==> src/cps_pkg.sv <==
// constants and types shared by the configuration port slave
package cps_pkg;
   localparam int BYTE_W = 8;
   localparam int FIFO_DEPTH = 4;
   localparam int SYNC_STAGES = 2;
   // mode strap encodings
   localparam logic [1:0] MODE_ASYNC = 2'h0;
   localparam logic [1:0] MODE_SERIAL = 2'h1;
   localparam logic [1:0] MODE_PARALLEL = 2'h2;
   // bit counter width and load value for one byte
   localparam int CNT_W = 4;
   localparam logic [3:0] BITS_PER_BYTE = 4'h8;
   localparam logic [2:0] LAST_SERIAL_BIT = 3'h7;
   // config clock cycles that the readback control must stay high to abort
   localparam int ABORT_W = 2;
   localparam logic [1:0] ABORT_CYCLES = 2'h2;
   // idle level of the chain and readback outputs
   localparam logic IDLE_LEVEL = 1'b1;
   typedef enum logic [1:0] {
      RB_IDLE,
      RB_LOAD,
      RB_SHIFT
   } cps_rb_state_t;
endpackage

==> src/cps_config_port.sv <==
// configuration data port: async peripheral, slave serial, slave parallel, readback
//
// Summary of operation
// - async mode shows not-ready on the ready pin and on data bit 7 during reads.
// - async bytes shift out on the chain output on config clock falling edges.
// - during async reads only data bit 7 is driven; bits 6..0 stay inputs.
// - slave serial bits go to the chain output on the next falling edge.
// - slave parallel mode passes nothing downstream; chain output stays idle.
// - parallel chip selects and write strobe are sampled on config clock rising edges.
// - readback control high for two config clock cycles aborts a running readback.
// - the restart input clears configuration back to its beginning.
`timescale 1ns/10ps
module cps_config_port #(
   parameter int DATA_W = cps_pkg::BYTE_W,
   parameter int FIFO_DEPTH = cps_pkg::FIFO_DEPTH
) (
   input wire logic clk_sys,
   input wire logic nrst,
   input wire logic [1:0] mode,
   input wire logic restart_n,
   input wire logic config_clock,
   input wire logic chip_select_low_active_n,
   input wire logic chip_select_high_active,
   input wire logic write_n,
   input wire logic read_n,
   input wire logic [DATA_W-1:0] data_in,
   input wire logic serial_in,
   input wire logic readback_ctrl,
   output logic chain_out,
   output logic ready,
   output logic status_data_bit_seven_out,
   output logic status_data_bit_seven_oe_n,
   output logic overflow,
   output logic [DATA_W-1:0] cfg_data,
   output logic cfg_valid,
   input wire logic cfg_ready,
   input wire logic rb_start,
   input wire logic [DATA_W-1:0] rb_byte,
   input wire logic rb_valid,
   output logic rb_ready,
   output logic readback_data,
   output logic readback_busy,
   output logic readback_aborted
);
   localparam int SYNC_W = DATA_W + 10;
   logic [SYNC_W-1:0] pins_s;
   logic [1:0] mode_s;
   logic restart_n_s;
   logic config_clock_s;
   logic csl_n_s;
   logic csh_s;
   logic wr_n_s;
   logic rd_n_s;
   logic [DATA_W-1:0] data_s;
   logic sin_s;
   logic rbc_s;
   logic restart;
   logic config_clock_d;
   logic config_clock_rise;
   logic config_clock_fall;
   logic selected;
   logic wr_act;
   logic wr_act_d;
   logic wr_end;
   logic [DATA_W-1:0] wr_data;
   logic [DATA_W-1:0] shift_reg;
   logic [cps_pkg::CNT_W-1:0] shift_cnt;
   logic [DATA_W-1:0] ser_byte;
   logic [2:0] ser_cnt;
   logic ser_bit;
   logic ser_pending;
   logic src_fire;
   logic [DATA_W-1:0] src_data;
   logic push_valid;
   logic [DATA_W-1:0] push_data;
   logic fifo_in_ready;
   cps_pkg::cps_rb_state_t rb_state;
   cps_pkg::cps_rb_state_t next_rb_state;
   logic [DATA_W-1:0] rb_shift;
   logic [cps_pkg::CNT_W-1:0] rb_cnt;
   logic [cps_pkg::ABORT_W-1:0] abort_cnt;
   logic abort_hit;

   function automatic logic is_mode(input logic [1:0] cur, input logic [1:0] want);
      return cur == want;
   endfunction

   // every pin crosses into clk_sys through two flops
   cps_sync #(
      .WIDTH(SYNC_W)
   ) u_sync (
      .clk_sys(clk_sys),
      .nrst(nrst),
      .d({mode, restart_n, config_clock, chip_select_low_active_n, chip_select_high_active,
          write_n, read_n, data_in, serial_in, readback_ctrl}),
      .q(pins_s)
   );

   assign {mode_s, restart_n_s, config_clock_s, csl_n_s, csh_s, wr_n_s, rd_n_s, data_s, sin_s,
           rbc_s} = pins_s;

   assign restart = !restart_n_s;
   // the config clock comes from outside and is only sampled here
   assign config_clock_rise = config_clock_s && !config_clock_d;
   assign config_clock_fall = !config_clock_s && config_clock_d;
   assign selected = !csl_n_s && csh_s;
   assign wr_act = selected && !wr_n_s;
   assign wr_end = wr_act_d && !wr_act;

   always_ff @(posedge clk_sys or negedge nrst) begin
      if (!nrst) begin
         config_clock_d <= 1'b0;
         wr_act_d <= 1'b0;
      end else begin
         config_clock_d <= config_clock_s;
         wr_act_d <= wr_act;
      end
   end
   // data hold is zero, so keep the last byte seen while the strobe was active
   always_ff @(posedge clk_sys or negedge nrst) begin
      if (!nrst) begin
         wr_data <= '0;
      end else if (wr_act) begin
         wr_data <= data_s;
      end
   end

   // async peripheral: byte taken at the end of the write strobe
   always_ff @(posedge clk_sys or negedge nrst) begin
      if (!nrst) begin
         shift_reg <= '0;
         shift_cnt <= '0;
      end else if (restart) begin
         shift_reg <= '0;
         shift_cnt <= '0;
      end else if (is_mode(mode_s, cps_pkg::MODE_ASYNC) && wr_end && ready) begin
         shift_reg <= wr_data;
         shift_cnt <= cps_pkg::BITS_PER_BYTE;
      end else if (config_clock_fall && shift_cnt != '0) begin
         shift_reg <= {shift_reg[DATA_W-2:0], 1'b0};
         shift_cnt <= shift_cnt - cps_pkg::CNT_W'(1);
      end
   end

   // ready falls while the byte serialises or waits for fifo room
   assign ready = !restart && shift_cnt == '0 && !push_valid;
   // slave serial: capture on rise, forward on the following fall
   always_ff @(posedge clk_sys or negedge nrst) begin
      if (!nrst) begin
         ser_byte <= '0;
         ser_cnt <= '0;
         ser_bit <= 1'b0;
         ser_pending <= 1'b0;
      end else if (restart || !is_mode(mode_s, cps_pkg::MODE_SERIAL)) begin
         ser_cnt <= '0;
         ser_pending <= 1'b0;
      end else if (config_clock_rise) begin
         ser_byte <= {ser_byte[DATA_W-2:0], sin_s};
         ser_cnt <= ser_cnt + 3'(1);
         ser_bit <= sin_s;
         ser_pending <= 1'b1;
      end else if (config_clock_fall) begin
         ser_pending <= 1'b0;
      end
   end

   // one byte source per mode feeds the push register
   always_comb begin
      src_fire = 1'b0;
      src_data = data_s;
      case (mode_s)
         cps_pkg::MODE_ASYNC: begin
            src_fire = wr_end && ready && !restart;
            src_data = wr_data;
         end
         cps_pkg::MODE_SERIAL: begin
            src_fire = config_clock_rise && ser_cnt == cps_pkg::LAST_SERIAL_BIT && !restart;
            src_data = {ser_byte[DATA_W-2:0], sin_s};
         end
         cps_pkg::MODE_PARALLEL: begin
            // strobes are taken only at the config clock rising edge
            src_fire = config_clock_rise && wr_act && !restart;
            src_data = data_s;
         end
         default: src_fire = 1'b0;
      endcase
   end

   always_ff @(posedge clk_sys or negedge nrst) begin
      if (!nrst) begin
         push_valid <= 1'b0;
         push_data <= '0;
      end else if (restart) begin
         push_valid <= 1'b0;
      end else if (src_fire && (!push_valid || fifo_in_ready)) begin
         push_valid <= 1'b1;
         push_data <= src_data;
      end else if (fifo_in_ready) begin
         push_valid <= 1'b0;
      end
   end
   // a byte arriving while the previous one is still stalled is lost
   always_ff @(posedge clk_sys or negedge nrst) begin
      if (!nrst) begin
         overflow <= 1'b0;
      end else if (src_fire && push_valid && !fifo_in_ready) begin
         overflow <= 1'b1;
      end else if (restart) begin
         overflow <= 1'b0;
      end
   end

   cps_fifo #(
      .WIDTH(DATA_W),
      .DEPTH(FIFO_DEPTH)
   ) u_fifo (
      .clk_sys(clk_sys),
      .nrst(nrst),
      .clear(restart),
      .in_data(push_data),
      .in_valid(push_valid),
      .in_ready(fifo_in_ready),
      .out_data(cfg_data),
      .out_valid(cfg_valid),
      .out_ready(cfg_ready)
   );

   // daisy-chain output
   always_ff @(posedge clk_sys or negedge nrst) begin
      if (!nrst) begin
         chain_out <= cps_pkg::IDLE_LEVEL;
      end else if (restart) begin
         chain_out <= cps_pkg::IDLE_LEVEL;
      end else begin
         case (mode_s)
            cps_pkg::MODE_ASYNC: begin
               if (config_clock_fall && shift_cnt != '0) begin
                  chain_out <= shift_reg[DATA_W-1];
               end
            end
            cps_pkg::MODE_SERIAL: begin
               if (config_clock_fall && ser_pending) begin
                  chain_out <= ser_bit;
               end
            end
            default: chain_out <= cps_pkg::IDLE_LEVEL;
         endcase
      end
   end

   // status read: only bit 7 has a driver; bits 6..0 have no output at all
   always_ff @(posedge clk_sys or negedge nrst) begin
      if (!nrst) begin
         status_data_bit_seven_out <= 1'b0;
         status_data_bit_seven_oe_n <= 1'b1;
      end else begin
         status_data_bit_seven_out <= ready;
         status_data_bit_seven_oe_n <= !(is_mode(mode_s, cps_pkg::MODE_ASYNC) && selected
                                         && !rd_n_s);
      end
   end
   // abort counter: config clock rises seen with the control held high
   assign abort_hit = abort_cnt == cps_pkg::ABORT_CYCLES;
   always_ff @(posedge clk_sys or negedge nrst) begin
      if (!nrst) begin
         abort_cnt <= '0;
      end else if (!rbc_s) begin
         abort_cnt <= '0;
      end else if (config_clock_rise && !abort_hit) begin
         abort_cnt <= abort_cnt + cps_pkg::ABORT_W'(1);
      end
   end

   always_comb begin
      next_rb_state = rb_state;
      case (rb_state)
         cps_pkg::RB_IDLE: begin
            if (rb_start) begin
               next_rb_state = cps_pkg::RB_LOAD;
            end
         end
         cps_pkg::RB_LOAD: begin
            if (rb_valid) begin
               next_rb_state = cps_pkg::RB_SHIFT;
            end
         end
         cps_pkg::RB_SHIFT: begin
            if (config_clock_fall && rb_cnt == cps_pkg::CNT_W'(1)) begin
               next_rb_state = cps_pkg::RB_LOAD;
            end
         end
         default: next_rb_state = cps_pkg::RB_IDLE;
      endcase
      if (restart || abort_hit) begin
         next_rb_state = cps_pkg::RB_IDLE;
      end
   end

   assign rb_ready = rb_state == cps_pkg::RB_LOAD && !restart && !abort_hit;
   assign readback_busy = rb_state != cps_pkg::RB_IDLE;
   always_ff @(posedge clk_sys or negedge nrst) begin
      if (!nrst) begin
         rb_state <= cps_pkg::RB_IDLE;
      end else begin
         rb_state <= next_rb_state;
      end
   end
   always_ff @(posedge clk_sys or negedge nrst) begin
      if (!nrst) begin
         readback_aborted <= 1'b0;
      end else begin
         readback_aborted <= abort_hit && readback_busy;
      end
   end

   // readback shifter, msb first on config clock falls
   always_ff @(posedge clk_sys or negedge nrst) begin
      if (!nrst) begin
         rb_shift <= '0;
         rb_cnt <= '0;
         readback_data <= cps_pkg::IDLE_LEVEL;
      end else if (next_rb_state == cps_pkg::RB_IDLE) begin
         rb_cnt <= '0;
         readback_data <= cps_pkg::IDLE_LEVEL;
      end else if (rb_ready && rb_valid) begin
         rb_shift <= rb_byte;
         rb_cnt <= cps_pkg::BITS_PER_BYTE;
      end else if (rb_state == cps_pkg::RB_SHIFT && config_clock_fall) begin
         readback_data <= rb_shift[DATA_W-1];
         rb_shift <= {rb_shift[DATA_W-2:0], 1'b0};
         rb_cnt <= rb_cnt - cps_pkg::CNT_W'(1);
      end
   end
endmodule

==> src/cps_fifo.sv <==
// small valid/ready fifo; depth must be a power of two
`timescale 1ns/10ps
module cps_fifo #(
   parameter int WIDTH = 8,
   parameter int DEPTH = 4
) (
   input wire logic clk_sys,
   input wire logic nrst,
   input wire logic clear,
   input wire logic [WIDTH-1:0] in_data,
   input wire logic in_valid,
   output logic in_ready,
   output logic [WIDTH-1:0] out_data,
   output logic out_valid,
   input wire logic out_ready
);
   localparam int AW = $clog2(DEPTH);

   logic [WIDTH-1:0] mem [DEPTH];
   logic [AW:0] wr_ptr;
   logic [AW:0] rd_ptr;
   logic full;

   // extra pointer bit tells full from empty
   assign full = (wr_ptr[AW] != rd_ptr[AW]) && (wr_ptr[AW-1:0] == rd_ptr[AW-1:0]);
   assign in_ready = !full;
   assign out_valid = (wr_ptr != rd_ptr);
   assign out_data = mem[rd_ptr[AW-1:0]];

   always_ff @(posedge clk_sys) begin
      if (in_valid && in_ready) begin
         mem[wr_ptr[AW-1:0]] <= in_data;
      end
   end

   always_ff @(posedge clk_sys or negedge nrst) begin
      if (!nrst) begin
         wr_ptr <= '0;
      end else if (clear) begin
         wr_ptr <= '0;
      end else if (in_valid && in_ready) begin
         wr_ptr <= wr_ptr + (AW+1)'(1);
      end
   end

   always_ff @(posedge clk_sys or negedge nrst) begin
      if (!nrst) begin
         rd_ptr <= '0;
      end else if (clear) begin
         rd_ptr <= '0;
      end else if (out_valid && out_ready) begin
         rd_ptr <= rd_ptr + (AW+1)'(1);
      end
   end
endmodule

==> src/cps_sync.sv <==
// two flip-flop synchroniser for a vector of external levels
`timescale 1ns/10ps
module cps_sync #(
   parameter int WIDTH = 1
) (
   input wire logic clk_sys,
   input wire logic nrst,
   input wire logic [WIDTH-1:0] d,
   output logic [WIDTH-1:0] q
);
   logic [WIDTH-1:0] meta;

   // meta is read only by q
   always_ff @(posedge clk_sys or negedge nrst) begin
      if (!nrst) begin
         meta <= '0;
         q <= '0;
      end else begin
         meta <= d;
         q <= meta;
      end
   end
endmodule

==> config.mk <==
export PLATFORM = sky130hd
export DESIGN_NAME = cps_config_port
export DESIGN_NICKNAME = d
export VERILOG_FILES = /design/src/cps_pkg.sv /design/src/cps_config_port.sv /design/src/cps_fifo.sv /design/src/cps_sync.sv
export SDC_FILE = /design/constraint.sdc
export NUM_CORES = 1
export LEC_CHECK = 0
export ABC_CLOCK_PERIOD_IN_PS = 7500
export BUFFER_PORTS_ARGS = -buffer_cell sky130_fd_sc_hd__buf_2
export CORE_UTILIZATION = 50
export CTS_CLUSTER_DIAMETER = 40
export CTS_CLUSTER_SIZE = 40
export DETAILED_ROUTE_END_ITERATION = 8
export GPL_ROUTABILITY_DRIVEN = 0
export PLACE_DENSITY = 0.76
export RECOVER_POWER = 25
export SLEW_MARGIN = 20
export SYNTH_ARGS = -nofsm -noshare
export SYNTH_HDL_FRONTEND = slang
export SYNTH_SLANG_ARGS = --single-unit
==> constraint.sdc <==
create_clock -name clk_sys -period 7.5 [get_ports clk_sys]
set_clock_uncertainty 0.2 [all_clocks]
set_input_delay 1.5 -clock clk_sys [delete_from_list [all_inputs] [get_ports clk_sys]]
set_output_delay 1.5 -clock clk_sys [all_outputs]
set_load 0.03 [all_outputs]
# Word level (Yosys, flattened, before mapping)
# Memory sizes are Yosys's and may differ from the RTL's.
# Index checks and enable logic that the tools add are counted.
dict set report totals {
  inputBits 31
  regBits 107
  ramBits 32
  wordCells 159
  mem_count 1
  out_inout_bits 18
}
# name words width read_ports rd_clocked_by_memory_dff wr line_no
set memory_table {}
lappend memory_table {u_fifo.mem 4 8 1 0 1 cps_fifo.sv:19} ;# logic [WIDTH-1:0] mem [DEPTH];
dict set report op_classes {
  add_sub_neg 6
  bitwise_logic 2
  muxes 43
  n_eq_ne 19
  n_reduce_logical 63
}
# operator count
set op_table {}
lappend op_table {{$mux W8} 5}
lappend op_table {{$logic_and A1 B1 Y1} 32}
lappend op_table {{$mux W4} 6}
lappend op_table {{$mux W3} 6}
lappend op_table {{$mux W1} 16}
lappend op_table {{$pmux W8 S2} 1}
lappend op_table {{$logic_not A1 Y1} 12}
lappend op_table {{$mux W2} 6}
lappend op_table {{$ne A3 B3 Y1 const B} 4}
lappend op_table {{$reduce_and A2 Y1} 5}
lappend op_table {{$add A3 B1 Y3 const B} 3}
lappend op_table {{$reduce_bool A2 Y1} 4}
lappend op_table {{$sub A4 B1 Y4 const B} 2}
lappend op_table {{$eq A2 B2 Y1 const B} 3}
lappend op_table {{$logic_not A2 Y1} 3}
lappend op_table {{$ne A2 B2 Y1 const B} 3}
lappend op_table {{$pmux W2 S3} 1}
lappend op_table {{$reduce_bool A3 Y1} 2}
lappend op_table {{$eq A2 B1 Y1 const B} 2}
lappend op_table {{$eq A4 B1 Y1 const B} 1}
lappend op_table {{$logic_not A4 Y1} 1}
lappend op_table {{$ne A2 B1 Y1 const B} 2}
lappend op_table {{$reduce_bool A4 Y1} 1}
lappend op_table {{$eq A3 B3 Y1 const B} 1}
lappend op_table {{8 further kinds} 11}

# Depth between registers and ports, before layout
# Gate-level depths: netlist of run 1.
dict set report depth {
  ltp_word 11
  ltp_mapped 9
  ltp_nobuf 6
}

# Hierarchy
# From an unflattened synthesis of run 1, not the netlist that was laid out.
dict set report unflattened {
  cells_unflattened 434
  hier_area_um2 5706.7
}
# mod seq_area_each_um2 cells_per_inst area_each_um2 instances
set modules_own_cells {}
lappend modules_own_cells {cps_config_port 1605.3 290 3096.7 1}
lappend modules_own_cells {cps_fifo 1111.1 108 1709.1 1}
lappend modules_own_cells {cps_sync 900.9 36 900.9 1}

# Least setup slack after synthesis of run 1
# OpenSTA, ideal clock, no wires.
dict set report synth_timing {
  path_type {register to output}
  from {reg abort_cnt[0] (netlist bit)}
  to {out rb_ready}
  path_buffers 0
  required_ns 5.800
  stages_incl_launch_ff 4
  arrival_ns 1.782
  path_slack_ns 4.018
  path_cell_list {dfrtp_1 -> inv_1 -> ha_1 -> nor4bb_1}
}
dict set report synth_between {
  elab_chain_cells 3
}
# element line_no
set synth_lines {}
lappend synth_lines {{from (decl)} cps_config_port.sv:81} ;# logic [cps_pkg::ABORT_W-1:0] abort_cnt;
lappend synth_lines {{from (signal assigned)} cps_config_port.sv:270} ;# abort_cnt <= abort_cnt + cps_pkg::ABORT_W'(1);
lappend synth_lines {{$eq A2 B2 Y1} cps_config_port.sv:263} ;# assign abort_hit = abort_cnt == cps_pkg::ABORT_CYCLES;
lappend synth_lines {{$logic_not A1 Y1} cps_config_port.sv:299} ;# assign rb_ready = rb_state == cps_pkg::RB_LOAD && !restart && !abort_hit;
lappend synth_lines {{$logic_and A1 B1 Y1} cps_config_port.sv:299}
lappend synth_lines {{to (decl)} cps_config_port.sv:40} ;# output logic rb_ready,
# No other way between the ends.

# Final worst setup path of run 1
dict set report layout_timing {
  from {reg shift_cnt[0] (netlist bit)}
  to {out ready}
}
dict set report layout_between {
  elab_chain_cells 3
}
# element line_no
set layout_lines {}
lappend layout_lines {{from (decl)} cps_config_port.sv:67} ;# logic [cps_pkg::CNT_W-1:0] shift_cnt;
lappend layout_lines {{from (signal assigned)} cps_config_port.sv:138} ;# shift_cnt <= cps_pkg::BITS_PER_BYTE;
lappend layout_lines {{from (signal assigned)} cps_config_port.sv:141} ;# shift_cnt <= shift_cnt - cps_pkg::CNT_W'(1);
lappend layout_lines {{$logic_not A4 Y1} cps_config_port.sv:146} ;# assign ready = !restart && shift_cnt == '0 && !push_valid;
lappend layout_lines {{$logic_and A1 B1 Y1 (2 in series)} cps_config_port.sv:146}
lappend layout_lines {{to (decl)} cps_config_port.sv:30} ;# output logic ready,
# No other way between the ends.

==> results.cfg, run 1 <==
[route]
num_vias = 3330
wl_per_cell_um = 15.99
antenna_left = 0
firstDrtPassIters = 4
drtIter0Drc = 229
wl_um = 9783
drc_errors = 0
viasPerCell = 5.441

[floorplan]
dieArea_sq_um = 11600
core_sq_um = 10840
placementRows = 38
die_h_um = 107.7
top_level_ports = 49
fp.dieW_um = 107.7
start_util_pct = 51.54

[placed_design]
dp_slack_ns = 4.072
dpl-instance-area_sq_um = 5942
hpwl_um = 6357
numPortBuffers = 48

[worst_setup_path]
cpPeakStageDelay_ns = 0.57
r2r_setup_slack_ns = 4.49
cp-end-kind = output pin
reg2reg_from = shift_cnt[0]$_DFFE_PN0P_
worstPathCellList = inv_1 > ha_1 > or3b_1 > nor2_1 > buf_2
crit_fanout = 15
start_kind = register
crit_arrival_ns = 2.29
critPathKind = register to output pin
cp_slowest_cell = or3b_1
critPathLaunch = shift_cnt[0]$_DFFE_PN0P_
cp_data_required_time_ns = 5.80
worst-path-buf-inv = 2
cp_top_family = simple AND/OR/NAND/NOR gates

[layout]
regArea_sq_um = 3617
multiInputGateArea_sq_um = 1839
diodes = 0
final_layout_size_suffix_gt1_share_pct = 24.15
nets = 507
fillers = 818
largest_reg_flops = 32
finish.instance_area_sq_um = 6481
syn2layout_area_growth_pct = 16.01

[logic_synthesis]
synth_seq_cells = 138
synth_flop_cell = dfrtp_1
yosys_warnings = 0
syn_avg_cell_area_sq_um = 13.69
synthArstFlopShare_pct = 76.81
synthCells = 408
ys_seq_area_share_pct = 64.75
syn_nets = 456
synth_edf_count = 32
netlist_area_sq_um = 5587
yosysUniqueCellTypes = 51

[clocking]
clockBufferDepth = 2
cts-buffers-inserted = 17
post_cts_resized = 0
post_cts_buffers = 0
clock-sinks = 138
cts_hold_buffers = 0
h-tree-depth = 4
root_buffer = clkbuf_8
clkLatencyLatePin_ns = 0.52
cts_tree = done
cts.clk_slew.worst_paths_ns = 0.06

[status]
outcome = finished, final reports clean

[timing]
final_max_slew_viol_count = 0
relSlewSlack_pct = 30.99
finalCritPeriodShare_pct = 53.13
final-setup-viol-count = 0
fmax_mhz = 250.9
tightestPinTransition_ns = 1.029
rsz0062_at_grt = false
hold_viol = 0
min_period_ns = 3.985
fin_ws_ns = 3.515
tns_ns = 0
holdWs_ns = 0.1472

[global_route]
use_met1_pct = 24.82
grt_antenna_before_repair = 0
grt_max_degree = 58
grt_pass1_wl_um = 16280
globalRouteOverflowTotal = 0
met2_usage_pct = 29.81
grt.busiest_layer = met2
globalRouteMet3Util_pct = 4.540
grt_pass1_vias = 3317
grtUsageTotal_pct = 18.77

[power_and_ir_drop]
p_per_area_nw_per_um2 = 270.6
p_leak_nw = 2.877
peakVddDrop_mv = 0.1293

[min_path]
min_from = u_sync.meta[16]$_DFF_PN0_
hp-class = register to register

[run]
maxCapViolations = 0
[cells by family (layout without fill, tap and decap cells)]
kind of cell	after synthesis	after routing	synth area share, %
AO/OA/AOI/OAI	60	60	7.929
XOR/XNOR	13	13	2.038
adder cells (fa/ha/maj)	17	17	3.807
buffers and inverters	32	96	2.329
flip-flops	138	138	64.75
multiplexers	38	38	9.653
AND/OR/NAND/NOR	110	110	9.496
[synthesized netlist by cell type (2+ instances only)]
cell type    n  area (sq um)
mux2i_1      7         70.07
ha_1        17         212.7
nor2_1      33         123.9
o21ai_0      4         20.02
a311oi_1     8         70.07
o31ai_1      2         15.01
nor4bb_1     3         30.03
a2bb2oi_1    7         61.31
buf_2        2         10.01
mux2_4       8         120.1
edfxtp_1    32         960.9
a211o_1      2         17.52
o22ai_1      7         43.79
dfrtp_1    103          2577
nor3_1       3         15.01
o311ai_0     2         17.52
nand3_1     12         60.06
xnor2_1      7         61.31
a22oi_1      8         60.06
a22o_1       2         17.52
a31oi_1      2         12.51
mux4_2       8         180.2
and2_1       7         43.79
dfstp_2      3         78.83
nand2_1     36         135.1
nand2b_1     5         31.28
inv_1       14         52.55
xor2_1       6         52.55
a21boi_0     3         22.52
a21oi_1      7         35.03
clkbuf_1    14         52.55
mux2_2      15         168.9
[cell usage in the layout, fill, tap and decap left out, drive strengths merged, types with 5 or more instances in the layout]
| cell type | instances |
|---|---|
| and2 | 7 |
| clkbuf | 20 |
| mux2 | 23 |
| a2bb2oi | 7 |
| buf | 49 |
| mux4 | 8 |
| mux2i | 7 |
| nand2 | 36 |
| xor2 | 6 |
| a22oi | 8 |
| a21oi | 7 |
| xnor2 | 7 |
| inv | 17 |
| clkinv | 5 |
| o22ai | 7 |
| nor2 | 33 |
| nand3 | 12 |
| dfrtp | 103 |
| ha | 17 |
| edfxtp | 32 |
| a311oi | 8 |
| nand2b | 5 |
[stage by stage]
step	instances	power, mW	utilization (%)
floorplan	408	0.9639	-
global placement	580	1.006	54.81
detailed placement	580	1.015	54.81
CTS	612	1.771	59.82
global route	612	1.819	59.79
finish	612	1.754	59.79
[metal layers]
metal	share of wire [%]	vias to the layer above	wire, um
li1	-	1580	-
met1	46	1662	4458
met2	49	70	4823
met3	3.4	18	335
met4	1.7	0	165
met5	0	-	0
[final cells by class]
| type | count | area share, % |
|---|---|---|
| flip-flops and latches | 138 | 55.81 |
| multi-input cells | 238 | 28.38 |
| clock buffers | 19 | 6.506 |
| repair buffers | 50 | 3.919 |
| well taps | 140 | 2.703 |
| clock inverters | 13 | 1.873 |
| inverters | 14 | 0.8108 |
[worst register-to-register path, stage by stage, from the launching register on]
cell and delay (ns):
dfrtp_1 0.38, inv_1 0.09, ha_1 0.18, or3b_1 0.57
or4_4 0.60, a211o_1 0.51, mux2_4 0.37
[report_power, final]
group | switching, mW | leakage, nW | internal [mW]
Sequential | 0.0431 | 1.63 | 0.832
Combinational | 0.0642 | 0.996 | 0.0621
Clock | 0.310 | 0.253 | 0.441
[worst paths after layout]
check	endpoint	depth (start not counted)
min in group asynchronous	push_data[4]$_DFFE_PN0P_	1
worst max-delay path	ready	5
worst min register to register	u_sync.q[16]$_DFF_PN0_	0
worst max register to register	push_data[0]$_DFFE_PN0P_	6
worst min-delay path	u_sync.q[16]$_DFF_PN0_	0
max in group asynchronous	ser_cnt[1]$_DFFE_PN0P_	2
No activity file was read; power rests on OpenSTA's default activity.
==> run 2: changes to the inputs <==
Settings changed: ABC_CLOCK_PERIOD_IN_PS 7500 to 4100.
Clock period 7.5 ns to 4.1 ns, I/O delays scaled along.
==> run 2 against run 1 <==
Sequential share of layout area decreased by 0.27 points. Sequential power rose by 83%. Non-clock buffer count up 1. Largest power group unchanged. Clock power increased by 91%. Critical path type unchanged. Combinational power is 84% higher. Global-route usage fell by 0.10 points. Routed wire length shrank 2.4%. First-iteration DRC count is 3.9% lower. Utilization rose by 0.29 points. Die area did not move. Register-to-register slack worse by 3.4 ns. Critical path depth did not move. Highest routed layer unchanged. Critical endpoint unchanged.
==> results.cfg, run 2 (same netlist as run 1, synthesis figures left out) <==
[clocking]
clock-sinks = 138
h-tree-depth = 4
clkLatencyLatePin_ns = 0.52
cts_tree = done
cts_hold_buffers = 0
clockBufferDepth = 2
cts.clk_slew.worst_paths_ns = 0.06
post_cts_resized = 0
root_buffer = clkbuf_8
cts-buffers-inserted = 17
post_cts_buffers = 0

[timing]
relSlewSlack_pct = 37.74
rsz0062_at_grt = false
tns_ns = 0
hold_viol = 0
min_period_ns = 3.337
final-setup-viol-count = 0
tightestPinTransition_ns = 0.9282
final_max_slew_viol_count = 0
fmax_mhz = 299.7
finalCritPeriodShare_pct = 81.39
fin_ws_ns = 0.7629

[layout]
syn2layout_area_growth_pct = 16.57
largest_reg_flops = 32
finish.instance_area_sq_um = 6513
final_layout_size_suffix_gt1_share_pct = 24.31
mostFrequentLayoutCell = dfrtp_1
nets = 508
final_cell_mix = dfrtp_1, buf_2, nand2_1
diodes = 0

[floorplan]
core_sq_um = 10840
top_level_ports = 49
start_util_pct = 51.54
placementRows = 38
fp.dieW_um = 107.7
die_h_um = 107.7
dieArea_sq_um = 11600

[worst_setup_path]
cp_slowest_cell = or3b_1
cp_data_required_time_ns = 3.08
crit_fanout = 15
reg2regPathDepth = 6
critPathKind = register to output pin
crit_arrival_ns = 2.32
worstPathCellList = inv_1 > ha_1 > or3b_1 > nor2_1 > buf_2
start_kind = register
cpPeakStageDelay_ns = 0.58
cp-end-kind = output pin

[power_and_ir_drop]
peakVddDrop_mv = 0.2848
p_leak_nw = 2.907
p_per_area_nw_per_um2 = 502.4

[global_route]
globalRouteOverflowTotal = 0
grt_antenna_before_repair = 0
grt_max_degree = 57
grt_pass1_wl_um = 16010
grtUsageTotal_pct = 18.67
grt_pass1_vias = 3334

[route]
drtIter0Drc = 220
drc_errors = 0
antenna_left = 0
num_vias = 3325
wl_um = 9550
viasPerCell = 5.424
wl_per_cell_um = 15.58
firstDrtPassIters = 4

[placed_design]
dp_slack_ns = 1.119
numPortBuffers = 48
hpwl_um = 6383
dpl-instance-area_sq_um = 5949

[min_path]
hp-class = input port to async pin

[run]
maxCapViolations = 0

[status]
outcome = finished, final reports clean
==> run 2: changes by cell type in the layout (fill, tap and decap cells not counted) <==
cell,change
clkbuf_1,-3
clkinvlp_4,-3
inv_6,+1
buf_4,+2
clkinv_1,+3
bufinv_16,+1
==> run 2: report_power, final <==
group | switching [mW] | total, mW | internal, mW | leakage, nW
sequential | 0.0798 | 1.60 | 1.52 | 1.63
clock | 0.573 | 1.44 | 0.865 | 0.273
combinational | 0.117 | 0.232 | 0.115 | 1.01
total | 0.770 | 3.27 | 2.50 | 2.91
==> run 2: worst paths after layout <==
kind / endpoint / slack, ns / from
min in group clk_sys: u_sync.q[12]$_DFF_PN0_ / 0.15 / u_sync.meta[12]$_DFF_PN0_
hold reg to reg: u_sync.q[12]$_DFF_PN0_ / 0.15 / u_sync.meta[12]$_DFF_PN0_
hold / removal: push_data[7]$_DFFE_PN0P_ / 0.15 / nrst
setup reg to reg: push_data[5]$_DFFE_PN0P_ / 1.11 / shift_cnt[0]$_DFFE_PN0P_
setup / recovery: ready / 0.76 / shift_cnt[0]$_DFFE_PN0P_
max in group asynchronous: status_data_bit_seven_oe_n$_DFF_PN1_ / 2.67 / nrst
==> run 2: critical path: cells and delay by family (launching register included) <==
| kind | cells | cell delay [ns] |
|---|---|---|
| DFF | 1 | 0.38 |
| adders and majority gates | 1 | 0.19 |
| buffers and inverters | 2 | 0.34 |
| and+or+nand+nor | 2 | 0.89 |
==> run 2: through the flow <==
stage / cells / hold WS [ns] / util, % / total power, mW
global placement: 581 / 0.1318 / 54.88 / 1.842
finish: 613 / 0.1475 / 60.08 / 3.272
detailed placement: 581 / 0.1347 / 54.88 / 1.859
global route: 613 / 0.1550 / 60.08 / 3.393
floorplan: 408 / 0.1312 / - / 1.763
CTS: 613 / 0.1488 / 60.08 / 3.295
==> run 2: per-layer routing <==
| metal | global-route usage (%) | wire (um) |
|---|---|---|
| met1 | 23.79 | 4329 |
| met2 | 29.58 | 4719 |
| met3 | 5.872 | 370 |
| met4 | 7.730 | 132 |
| met5 | 0 | 0 |
==> run 2: cell type report <==
cell class / count / area, sq um
Fill cell: 826 / 4328
Sequential cell: 138 / 3617
Multi-Input combinational cell: 238 / 1839
Clock buffer: 17 / 414.1
Timing Repair Buffer: 51 / 265.3
Tap cell: 140 / 175.2
Clock inverter: 15 / 148.9
Inverter: 14 / 52.55
==> run 3: changes to the inputs <==
Settings changed: ABC_AREA set to 1, ABC_CLOCK_PERIOD_IN_PS 4100 to 2850, PLACE_DENSITY 0.76 to 0.78.
Clock period 4.1 ns to 2.85 ns, I/O delays scaled along.
==> run 3 against run 2 <==
Sequential power grew 44%. First-iteration DRC count grew 31%. Global-route usage grew 1.7 points. Cell count grew 30%. Utilization shrank 0.13 points. Synthesized area grew 4.1%. Critical path type unchanged. Largest power group unchanged. Highest routed layer unchanged.
==> results.cfg, run 3 <==
[power_and_ir_drop]
p_per_area_nw_per_um2 = 733.2
p_leak_nw = 3.297
power.total_mw = 4.997
peakVddDrop_mv = 0.4655

[logic_synthesis]
ys_seq_area_share_pct = 62.23
synthCells = 582
synth.most_common_cell = nand2_1
synth_seq_cells = 138
synth_edf_count = 32
synth_top_family_by_area = simple AND/OR/NAND/NOR gates
muxShareOfSynthArea_pct = 0.1722
synth_top_cells_by_count = nand2_1, dfrtp_1, inv_1
synthArstFlopShare_pct = 76.81
netlist_area_sq_um = 5813
syn_nets = 630
synth_top_area_share_pct = 44.34
synth-simple-area-share_pct = 22.00
synthTopCellsByArea = dfrtp_1, edfxtp_1, nand2_1
synth_area_leader_cell = dfrtp_1
synth_flop_cell = dfrtp_1
synth_compound_area_share_pct = 6.134
synthAdderAreaFrac_pct = 3.659
yosysUniqueCellTypes = 41
yosys_warnings = 0
syn_avg_cell_area_sq_um = 9.988
synth-xor-area-share_pct = 0.9040

[worst_setup_path]
cp-end-kind = output pin
critPathLaunch = u_fifo.rd_ptr[0]$_DFFE_PN0P_
start_kind = register
reg2reg_to = rb_shift[1]$_DFFE_PN0P_
critPathKind = register to output pin
r2r_setup_slack_ns = 0.58
cp_data_required_time_ns = 2.08
reg2regPathDepth = 12
crit_arrival_ns = 1.76
reg2reg_from = abort_cnt[0]$_DFFE_PN0P_
crit_fanout = 17

[layout]
regArea_sq_um = 3617
multiInputGateArea_sq_um = 1911
final_layout_size_suffix_gt1_share_pct = 17.23
mostFrequentLayoutCell = nand2_1
nets = 691
diodes = 0
fin_util_pct = 59.94
syn2layout_area_growth_pct = 17.24
fillers = 940
final_cell_mix = nand2_1, dfrtp_1, inv_1
fin_cells = 799
largest_reg_flops = 32

[route]
drtIter0Drc = 289
drc_errors = 0
viasPerCell = 5.079
firstDrtPassIters = 4
wl_um = 10860
wl_per_cell_um = 13.59
antenna_left = 0
num_vias = 4058

[global_route]
grt_max_degree = 42
grt_antenna_before_repair = 0
grtUsageTotal_pct = 20.41
grt_pass1_vias = 3997
grt_pass1_wl_um = 18270
globalRouteOverflowTotal = 0

[timing]
final_max_slew_viol_count = 0
min_period_ns = 2.526
relSlewSlack_pct = 42.47
tns_ns = 0
holdWs_ns = 0.04531
rsz0062_at_grt = false
hold_viol = 0
fmax_mhz = 395.9
tightestPinTransition_ns = 0.8629
final-setup-viol-count = 0
finalCritPeriodShare_pct = 88.62

[min_path]
hold_path_depth = 1
hp-class = input port to register
min_from = data_in[1]
worstHoldEndpoint = u_sync.meta[3]$_DFF_PN0_

[clocking]
cts_tree = done
h-tree-depth = 4
cts.clk_slew.worst_paths_ns = 0.06
root_buffer = clkbuf_16
post_cts_buffers = 0
cts-buffers-inserted = 17
clock-sinks = 138
clockBufferDepth = 2
clkLatencyLatePin_ns = 0.43

[floorplan]
core_sq_um = 11370
die_h_um = 109.8
dieArea_sq_um = 12060
top_level_ports = 49
start_util_pct = 51.13
fp.dieW_um = 109.8
placementRows = 39

[status]
outcome = finished, final reports clean

[placed_design]
hpwl_um = 7595
dpl.cell_count = 766
numPortBuffers = 48

[run]
maxCapViolations = 0
## run 3: cell types whose count changed after synthesis, sizes merged, moves of 8 or more
cell    before  now
nand2       36  182
inv         14   55
o21ai        4   32
nand3       12   38
mux2        23    0
nor2        33   50
nand4        0   15
a22oi        8    0
a311oi       8    0
mux4         8    0
## run 3: critical path: stages (launching register included)
cell     delay [ns]
dfrtp_1        0.44
inv_1          0.37
o21ai_0        0.14
o22ai_1        0.15
buf_2          0.23
## run 3: per-layer routing
layer	GRT usage, %	routed length [um]	up-vias	part of all wire, %
met4	10.29	191	0	1.8
met2	33.17	5352	87	49
met5	0	0	-	0
li1	-	-	2029	-
met3	5.691	448	14	4.1
met1	24.95	4862	1928	45
## run 3: layout make-up
type                       instances  share of cell area, %
sequential                       138                  53.08
multi-input combinational        375                  28.03
clock buffer                      19                  6.499
timing repair buffer              56                  4.626
inverter                          55                  3.066
tap                              143                  2.625
clock inverter                    13                  2.075
## run 3: per-stage QoR
step / cell area [sq um] / worst slack (ns)
floorplan: 5813 / 0.5625
global placement: 6223 / 0.7464
detailed placement: 6223 / 0.6243
CTS: 6818 / 0.3124
global route: 6815 / 0.2130
finish: 6815 / 0.3243
## run 3: what timing repair did
item                      in CTS  in global routing
hold endpoints to repair      30                  0
hold buffers                   1                  0
resized for setup              0                  0
## run 3: worst max-delay path by stage
stage	slack [ns]	depth (start not counted)	end
after floorplan	0.56	5	cfg_data[6]
after global placement	0.75	12	rb_shift[0]$_DFFE_PN0P_
after detailed placement	0.62	7	shift_cnt[2]$_DFFE_PN0P_
after CTS	0.31	4	cfg_data[6]
after global routing	0.21	4	cfg_data[2]
final	0.32	4	cfg_data[6]
## run 3: cell families (layout without fill, tap and decap cells)
logic type	count (synthesis)	in the layout
and+or+nand+nor	292	292
DFF	138	138
buffers and inverters	69	143
AOI/OAI and AO/OA	59	59
adders and majority gates	17	17
xor gates and xnor gates	6	6
muxes	1	1
## run 3: power by group
part / switching [mW] / internal (mW) / leakage, nW
registers: 0.115 / 2.20 / 1.64
logic: 0.366 / 0.175 / 1.38
clock network: 0.830 / 1.31 / 0.276
total: 1.31 / 3.69 / 3.30
